File: src/common/ret_defines.vh
// register indices, fields, reset values and timing counts of the timer
`ifndef RET_DEFINES_VH
`define RET_DEFINES_VH

`define RET_ADDR_W        12
`define RET_IDX_W         10
`define RET_IDX_FLAG      10'h002
`define RET_IDX_CMODE     10'h009
`define RET_IDX_DIG_LOW   10'h00a
`define RET_IDX_DIG_HIGH  10'h00b
`define RET_IDX_OMODE     10'h013
`define RET_IDX_PFUNC     10'h025

`define RET_FLAG_BIT      0
`define RET_RELOAD_BIT    3

`define RET_CMODE_RST     4'h0
`define RET_OMODE_RST     2'h0
`define RET_RLOW_RST      4'h0
`define RET_RHIGH_RST     4'h0
`define RET_PFUNC_RST     4'h0
`define RET_COUNT_RST     8'h00
`define RET_COUNT_MAX     8'hff
`define RET_COUNT_ZERO    8'h00

`define RET_SEL_2048      3'h0
`define RET_SEL_512       3'h1
`define RET_SEL_128       3'h2
`define RET_SEL_32        3'h3
`define RET_SEL_8         3'h4
`define RET_SEL_4         3'h5
`define RET_SEL_2         3'h6
`define RET_SEL_EVENT     3'h7

`define RET_DIV_2048      11'h7ff
`define RET_DIV_512       11'h1ff
`define RET_DIV_128       11'h07f
`define RET_DIV_32        11'h01f
`define RET_DIV_8         11'h007
`define RET_DIV_4         11'h003
`define RET_DIV_2         11'h001
`define RET_DIV_NONE      11'h000

`define RET_OUT_PORT      2'h0
`define RET_OUT_TOGGLE    2'h1
`define RET_OUT_LOW       2'h2
`define RET_OUT_HIGH      2'h3

`endif

File: src/core/ret_timer.v
// reload event timer with output pin, apb register slave
`timescale 1ns/1ps
// Contract
// - 8-bit counter counts each selected input pulse; pulse at ff overflows.
// - reload mode reloads the two held write digits on overflow.
// - free-running mode wraps to 00 on overflow and keeps counting.
// - overflow sets flag bit 0 at index 002; cleared by writing 0 to it or reset.
// - event source counts falling edges of the event pin.
// - output mode register at 013 is read/write, 2-bit mode field.
// - reset drives output low and clears both mode registers.
// - toggle mode inverts the output on each overflow.
// - force-low mode drives output low on overflow; use while high.
// - force-high mode drives output high on overflow; use while low.
// - counter mode bit 3 selects free-running (0) or reload (1).
// - counter mode bits 2..0 select prescaler period or event pin.
// - counter mode write takes effect from the second cycle after it.
// - write digits are write-only; reset clears the lower digit.
// - reads return counter digits, writes load write digits, same index.
// - upper digit write loads counter from both digits; lower alone holds.
// - upper read returns upper count and latches lower for later read.
`include "ret_defines.vh"

module ret_timer (
    input  wire        clk_i,
    input  wire        rstn_i,
    input  wire        psel_i,
    input  wire        penable_i,
    input  wire        pwrite_i,
    input  wire [11:0] paddr_i,
    input  wire [31:0] pwdata_i,
    output reg  [31:0] prdata_o,
    output wire        pready_o,
    output wire        pslverr_o,
    input  wire        event_input_pin_i,
    output reg         timer_output_pin_o,
    output wire        timer_output_pin_oe_o,
    output wire        overflow_irq_flag_o,
    output wire [3:0]  pin_function_select_o,
    output reg  [7:0]  count_value_o
);

    localparam ST_IDLE = 1'b0;
    localparam ST_WAIT = 1'b1;

    reg  [10:0] prescaler;
    reg  [7:0]  count;
    reg  [3:0]  counter_mode_select;
    reg  [3:0]  mode_pending;
    reg         mode_state;
    reg  [1:0]  output_mode_select;
    reg  [3:0]  reload_value_low;
    reg  [3:0]  reload_value_high;
    reg  [3:0]  pin_function_select;
    reg  [3:0]  count_read_low;
    reg         overflow_irq_flag;
    reg         event_sync1;
    reg         event_sync2;
    reg         event_prev;

    wire [9:0]  idx;
    wire        setup_rd;
    wire        access;
    wire        wr_en;
    wire        mapped;
    wire        wr_cmode;
    wire        wr_low;
    wire        wr_high;
    wire        wr_omode;
    wire        wr_pfunc;
    wire        wr_flag;
    wire        event_fall;
    wire        presc_tick;
    wire        in_pulse;
    wire        overflow;
    wire [7:0]  reload_word;
    reg  [7:0]  next_count;
    reg         next_out;
    reg  [31:0] next_rdata;

    // all-ones mask on the prescaler low bits that marks one period
    function [10:0] div_mask;
        input [2:0] sel;
        begin
            case (sel)
                `RET_SEL_2048: div_mask = `RET_DIV_2048;
                `RET_SEL_512:  div_mask = `RET_DIV_512;
                `RET_SEL_128:  div_mask = `RET_DIV_128;
                `RET_SEL_32:   div_mask = `RET_DIV_32;
                `RET_SEL_8:    div_mask = `RET_DIV_8;
                `RET_SEL_4:    div_mask = `RET_DIV_4;
                `RET_SEL_2:    div_mask = `RET_DIV_2;
                default:       div_mask = `RET_DIV_NONE;
            endcase
        end
    endfunction

    function hit;
        input [9:0] a;
        input [9:0] b;
        begin
            hit = (a == b);
        end
    endfunction

    // bus decode: zero wait states, unmapped index answers with an error
    assign idx      = paddr_i[11:2];
    assign access   = psel_i & penable_i;
    assign setup_rd = psel_i & ~penable_i & ~pwrite_i;
    assign mapped   = hit(idx, `RET_IDX_FLAG) |
                      hit(idx, `RET_IDX_CMODE) |
                      hit(idx, `RET_IDX_DIG_LOW) |
                      hit(idx, `RET_IDX_DIG_HIGH) |
                      hit(idx, `RET_IDX_OMODE) |
                      hit(idx, `RET_IDX_PFUNC);
    assign pready_o  = 1'b1;
    assign pslverr_o = access & ~mapped;
    assign wr_en     = access & pwrite_i & mapped;
    assign wr_flag   = wr_en & hit(idx, `RET_IDX_FLAG);
    assign wr_cmode  = wr_en & hit(idx, `RET_IDX_CMODE);
    assign wr_low    = wr_en & hit(idx, `RET_IDX_DIG_LOW);
    assign wr_high   = wr_en & hit(idx, `RET_IDX_DIG_HIGH);
    assign wr_omode  = wr_en & hit(idx, `RET_IDX_OMODE);
    assign wr_pfunc  = wr_en & hit(idx, `RET_IDX_PFUNC);

    // the pin function is only stored; the pin mux sits outside
    assign pin_function_select_o = pin_function_select;
    assign overflow_irq_flag_o   = overflow_irq_flag;
    assign timer_output_pin_oe_o = (output_mode_select != `RET_OUT_PORT);

    // read data is captured in the setup cycle so it comes from a flop
    always @* begin
        next_rdata = 32'h0000_0000;
        if (hit(idx, `RET_IDX_FLAG)) begin
            next_rdata[`RET_FLAG_BIT] = overflow_irq_flag;
        end else if (hit(idx, `RET_IDX_DIG_LOW)) begin
            next_rdata[3:0] = count_read_low;
        end else if (hit(idx, `RET_IDX_DIG_HIGH)) begin
            next_rdata[3:0] = count[7:4];
        end else if (hit(idx, `RET_IDX_OMODE)) begin
            next_rdata[1:0] = output_mode_select;
        end else begin
            next_rdata = 32'h0000_0000;
        end
    end

    always @(posedge clk_i or negedge rstn_i) begin
        if (!rstn_i) begin
            prdata_o <= 32'h0000_0000;
        end else if (setup_rd) begin
            prdata_o <= next_rdata;
        end
    end

    // lower count is frozen when the upper digit is read
    always @(posedge clk_i or negedge rstn_i) begin
        if (!rstn_i) begin
            count_read_low <= 4'h0;
        end else if (setup_rd & hit(idx, `RET_IDX_DIG_HIGH)) begin
            count_read_low <= count[3:0];
        end
    end

    // write digits; upper digit has no documented reset, cleared anyway
    always @(posedge clk_i or negedge rstn_i) begin
        if (!rstn_i) begin
            reload_value_low  <= `RET_RLOW_RST;
            reload_value_high <= `RET_RHIGH_RST;
        end else begin
            if (wr_low) begin
                reload_value_low <= pwdata_i[3:0];
            end
            if (wr_high) begin
                reload_value_high <= pwdata_i[3:0];
            end
        end
    end

    always @(posedge clk_i or negedge rstn_i) begin
        if (!rstn_i) begin
            output_mode_select  <= `RET_OMODE_RST;
            pin_function_select <= `RET_PFUNC_RST;
        end else begin
            if (wr_omode) begin
                output_mode_select <= pwdata_i[1:0];
            end
            if (wr_pfunc) begin
                pin_function_select <= pwdata_i[3:0];
            end
        end
    end

    // mode writes pass through one pending stage before use
    always @(posedge clk_i or negedge rstn_i) begin
        if (!rstn_i) begin
            counter_mode_select <= `RET_CMODE_RST;
            mode_pending        <= `RET_CMODE_RST;
            mode_state          <= ST_IDLE;
        end else begin
            case (mode_state)
                ST_IDLE: begin
                    if (wr_cmode) begin
                        mode_pending <= pwdata_i[3:0];
                        mode_state   <= ST_WAIT;
                    end
                end
                ST_WAIT: begin
                    counter_mode_select <= mode_pending;
                    if (wr_cmode) begin
                        mode_pending <= pwdata_i[3:0];
                    end else begin
                        mode_state <= ST_IDLE;
                    end
                end
                default: begin
                    mode_state <= ST_IDLE;
                end
            endcase
        end
    end

    // free-running prescaler of instruction cycles
    always @(posedge clk_i or negedge rstn_i) begin
        if (!rstn_i) begin
            prescaler <= 11'h000;
        end else begin
            prescaler <= prescaler + 11'h001;
        end
    end

    // event pin: two-flop synchroniser, then edge detect on later stages
    always @(posedge clk_i or negedge rstn_i) begin
        if (!rstn_i) begin
            event_sync1 <= 1'b1;
            event_sync2 <= 1'b1;
            event_prev  <= 1'b1;
        end else begin
            event_sync1 <= event_input_pin_i;
            event_sync2 <= event_sync1;
            event_prev  <= event_sync2;
        end
    end

    assign event_fall = event_prev & ~event_sync2;

    assign presc_tick = ((prescaler & div_mask(counter_mode_select[2:0]))
                        == div_mask(counter_mode_select[2:0]));

    assign in_pulse = (counter_mode_select[2:0] == `RET_SEL_EVENT) ?
                      event_fall : presc_tick;

    assign overflow    = in_pulse & (count == `RET_COUNT_MAX);
    assign reload_word = {reload_value_high, reload_value_low};

    // a software load wins over a coincident input pulse
    always @* begin
        next_count = count;
        if (wr_high) begin
            next_count = {pwdata_i[3:0], reload_value_low};
        end else if (overflow) begin
            if (counter_mode_select[`RET_RELOAD_BIT]) begin
                next_count = reload_word;
            end else begin
                next_count = `RET_COUNT_ZERO;
            end
        end else if (in_pulse) begin
            next_count = count + 8'h01;
        end
    end

    always @(posedge clk_i or negedge rstn_i) begin
        if (!rstn_i) begin
            count         <= `RET_COUNT_RST;
            count_value_o <= `RET_COUNT_RST;
        end else begin
            count         <= next_count;
            count_value_o <= next_count;
        end
    end

    // set beats a clear that lands in the same cycle
    always @(posedge clk_i or negedge rstn_i) begin
        if (!rstn_i) begin
            overflow_irq_flag <= 1'b0;
        end else if (overflow) begin
            overflow_irq_flag <= 1'b1;
        end else if (wr_flag & ~pwdata_i[`RET_FLAG_BIT]) begin
            overflow_irq_flag <= 1'b0;
        end
    end

    // force modes do not check the level; software picks them safely
    always @* begin
        next_out = timer_output_pin_o;
        if (overflow) begin
            case (output_mode_select)
                `RET_OUT_TOGGLE: next_out = ~timer_output_pin_o;
                `RET_OUT_LOW:    next_out = 1'b0;
                `RET_OUT_HIGH:   next_out = 1'b1;
                default:         next_out = timer_output_pin_o;
            endcase
        end
    end

    always @(posedge clk_i or negedge rstn_i) begin
        if (!rstn_i) begin
            timer_output_pin_o <= 1'b0;
        end else begin
            timer_output_pin_o <= next_out;
        end
    end

endmodule

File: config.mk
export PLATFORM = sky130hd
export DESIGN_NAME = ret_timer
export DESIGN_NICKNAME = d
export VERILOG_FILES = /design/src/core/ret_timer.v
export VERILOG_INCLUDE_DIRS = /design/src /design/src/common
export SDC_FILE = /design/constraint.sdc
export NUM_CORES = 1
export LEC_CHECK = 0
export BUFFER_PORTS_ARGS = -buffer_cell sky130_fd_sc_hd__buf_2
export CAP_MARGIN = 30
export CORE_MARGIN = 2
export CORE_UTILIZATION = 25
export DETAILED_ROUTE_END_ITERATION = 12
export HOLD_SLACK_MARGIN = 0.05
export PLACE_DENSITY_LB_ADDON = 0.2
export SKIP_LAST_GASP = 1
export SYNTH_ARGS = -nofsm -noshare
export SYNTH_HDL_FRONTEND = slang
export SYNTH_SLANG_ARGS = --single-unit
File: constraint.sdc
create_clock -name clk_i -period 1.6 [get_ports clk_i]
set_input_delay 0.32 -clock clk_i [delete_from_list [all_inputs] [get_ports clk_i]]
set_output_delay 0.32 -clock clk_i [all_outputs]
set_load 0.005 [all_outputs]
==> out/qor.json <==
{
  "outcome": {
    "status": "finished with violations",
    "failing_checks": "negative setup slack"
  },
  "logic_synthesis": {
    "dominantRegCellSynth": "sky130_fd_sc_hd__dfrtp_1",
    "netlist-cell-type-count": 54,
    "syn-mean-instance-area_um2": 10.88,
    "register_bit_count_reported_by_yosys": 55,
    "seq_area_frac_synth": 0.4823,
    "synth-edff-count": 0,
    "asr_flop_ratio_synth": 1.000,
    "netlist_area_um2": 2861,
    "post_synth_inst_count": 263,
    "synthesis.yosys.warnings": 0
  },
  "floorplan": {
    "core_area_um2": 11270,
    "core.rowCount": 39,
    "die_area_um2": 12320,
    "ios": 99,
    "die_h_um": 111.0,
    "chipWidth_um": 111.0,
    "initial_utilization": 0.2539
  },
  "clock_network": {
    "clock-sinks": 55,
    "clk_transition_reported_paths_ns": 0.07,
    "clock_insertion_delay_worst_skew_ns": 0.29,
    "tritoncts.num_buffers": 5,
    "cts_tree": "done",
    "cts-root-to-sink-buffers": 2,
    "htree_num_levels": 2,
    "cts-root-buf": "sky130_fd_sc_hd__clkbuf_16"
  },
  "placement": {
    "worst_slack_at_placement_ns": -0.3418,
    "gpl.final_weighted_congestion": 0.7781,
    "numPlacedInstances": 495,
    "hpwl_mm": 5.185,
    "placedInstanceArea_um2": 3556,
    "portBuffers": 39
  },
  "worst_hold_path": {
    "min-delay-start": "event_input_pin_i",
    "min_delay_worst_endpoint": "event_sync1",
    "holdPathStages": 1,
    "holdCritPathClass": "input port to register"
  },
  "grt": {
    "number_of_antenna_violations_at_the_first_check_in_global_routing": 0,
    "largest_net_degree_at_the_start_of_global_routing": 42,
    "grt_remaining_overflow": 0,
    "grt_first_pass_wirelength_mm": 11.83,
    "number_of_global_route_vias_before_repair": 2339,
    "overall_track_demand_over_capacity_in_global_routing": 0.1184
  },
  "timing": {
    "hold_violations": 0,
    "setup_total_negative_slack_ns": -0.4210,
    "max_freq_mhz": 582.1,
    "unrepaired_setup_endpoints_after_global_routing": "true",
    "post-route-min-period_ns": 1.718,
    "setup_viol_count_final": 9,
    "post-route-period-util": 1.074,
    "final_max_tran_viols": 0,
    "finClkSkew_ns": 0.005048,
    "post-route-worst-setup-slack_ns": -0.1179
  },
  "detailed_routing": {
    "remaining_drc_errors": 0,
    "drt_pass1_iterations": 4,
    "drt-total-wl_mm": 7.001,
    "viasPerCell": 4.427,
    "num_vias": 2258,
    "detail-route-antenna-nets": 0,
    "detailedRoute.firstIterationViolations": 141,
    "detailed_route_wire_length_per_cell_um": 13.73
  },
  "finish": {
    "fin_cells": 510,
    "area_delta_synth_final_pct": 36.77,
    "final_cell_area_um2": 3914,
    "filler_cell_count": 1161,
    "n_antenna_cell": 0,
    "finish.utilization": 0.3472,
    "finalNetCount": 418,
    "final_layout_size_suffix_gt1_frac": 0.4469
  },
  "setup_path": {
    "reg2reg_to": "count[2]",
    "critPathKind": "register to register",
    "cp_num_buf_inv": 1,
    "reg2reg_depth": 7,
    "slowest_stage": "sky130_fd_sc_hd__dfrtp_1",
    "crit_arrival_ns": 1.88,
    "crit_path_end_kind": "register",
    "cp_top_family": "compound AO/OA/AOI/OAI gates",
    "cp_cell_sequence": "a21o_1, a211oi_2, o22ai_2, buf_4, o21ai_4, o21ai_2, a221o_1",
    "timing.critical_path.fanout_max": 5,
    "start_kind": "register",
    "regToRegStartpoint": "counter_mode_select[2]",
    "reg2reg_setup_slack_ns": -0.12,
    "worst_path_required_time_ns": 1.76,
    "cp-startpoint": "counter_mode_select[2]",
    "largest_stage_delay_on_the_critical_path_ns": 0.42
  },
  "power": {
    "p_per_area_nw_per_um2": 711.9,
    "irDropWorstVdd_mv": 0.3499,
    "p_leak_uw": 0.001868
  },
  "run": {
    "max_cap_violations": 0
  }
}
per-stage QoR:
step / hold WS, ns / total power (uW)
global route: 0.1156 / 2895
finish: 0.1280 / 2786
detailed placement: 0.2592 / 1657
CTS: 0.1264 / 2808
global placement: 0.2512 / 1655
floorplan: 0.02441 / 1570
metal layers:
metal  part of all wire  wire length, um  up-vias  track usage
met2               0.47             3266       65       0.1963
met4              0.013               94        0      0.03167
met3              0.040              278        8      0.02351
li1                   -                -     1092            -
met1               0.48             3361     1093       0.1584
met5                  0                0        -            0
power by group:
part / total (uW) / switching [uW] / internal (uW)
combinational: 216 / 121 / 95.0
sequential: 1430 / 12.4 / 1420
clock: 1140 / 514 / 629
cell usage after synthesis (2+ instances only):
cell,n,area [um^2]
sky130_fd_sc_hd__buf_4,30,225.2
sky130_fd_sc_hd__nor2_1,11,41.29
sky130_fd_sc_hd__nand4_1,5,31.28
sky130_fd_sc_hd__dfrtp_1,52,1301
sky130_fd_sc_hd__nor2b_1,4,25.02
sky130_fd_sc_hd__xor2_1,3,26.28
sky130_fd_sc_hd__buf_2,3,15.01
sky130_fd_sc_hd__o21ai_0,8,40.04
sky130_fd_sc_hd__xnor2_1,8,70.07
sky130_fd_sc_hd__nand2_1,25,93.84
sky130_fd_sc_hd__mux2_2,18,202.7
sky130_fd_sc_hd__conb_1,2,7.510
sky130_fd_sc_hd__a31oi_1,9,56.30
sky130_fd_sc_hd__a22oi_1,4,30.03
sky130_fd_sc_hd__a21oi_1,5,25.02
sky130_fd_sc_hd__nand2b_1,2,12.51
sky130_fd_sc_hd__clkbuf_1,3,11.26
sky130_fd_sc_hd__nor4_4,2,42.54
sky130_fd_sc_hd__and4_1,4,35.03
sky130_fd_sc_hd__and3_1,2,12.51
sky130_fd_sc_hd__and2_1,3,18.77
sky130_fd_sc_hd__mux2_4,4,60.06
sky130_fd_sc_hd__nor3b_1,2,15.01
sky130_fd_sc_hd__nand3_1,15,75.07
sky130_fd_sc_hd__nor3_1,3,15.01
sky130_fd_sc_hd__ha_1,2,25.02
sky130_fd_sc_hd__dfstp_2,3,78.83
sky130_fd_sc_hd__mux2i_1,5,50.05
how the worst max path moves through the flow:
stage / to / slack (ns) / cells past startpoint
finish: count[2] / -0.12 / 7
global route: count[2] / -0.20 / 7
global placement: count[2] / -0.32 / 7
CTS: count[2] / -0.13 / 7
detailed placement: mode_pending[2] / -0.34 / 6
floorplan: pin_function_select_o[0] / -0.21 / 4
registers in the layout, indices dropped and copies added, names as in the netlist, 2 cells and up:
name	flops
output_mode_select	2
pin_function_select_o	4
reload_value_high	4
prescaler	11
prdata_o	4
count	8
count_read_low	4
reload_value_low	4
mode_pending	4
counter_mode_select	4
timing repair:
item	CTS	global route
setup endpoints to repair	18	24
setup buffers	3	4
endpoints found under the hold margin	14	0
resized for setup	19	17
hold buffers	1	0
pin swaps	9	16
cells by family (layout without fill, tap and decap cells):
family,Yosys count,in the layout,synth area share
muxes,27,27,0.1093
and+or+nand+nor,91,91,0.1858
other,2,29,0.002625
xor gates and xnor gates,11,11,0.03367
DFF,55,55,0.4823
AOI/OAI and AO/OA,38,38,0.08833
adders and majority gates,2,2,0.008744
buffers and inverters,37,114,0.08920
layout by cell type, fill, tap and decap left out, drive strengths merged, types with 5 or more instances in the layout:
cell and instances:
clkbuf 7, a31oi 9, mux2i 5, mux2 22
dfrtp 52, nand4 5, buf 104, xnor2 8
nand2 26, a21oi 5, nor2 11, nand3 15
o21ai 8, conb 29
area by class of cell:
class,count,area (um^2),share of cell area
timing repair buffer,105,752.0,0.1921
multi-input combinational,198,1446,0.3696
clock buffer,7,142.6,0.03645
sequential,55,1381,0.3529
tap,143,178.9,0.04572
inverter,1,3.754,0.0009591
clock inverter,1,8.758,0.002238
No activity file was read; power rests on OpenSTA's default activity.
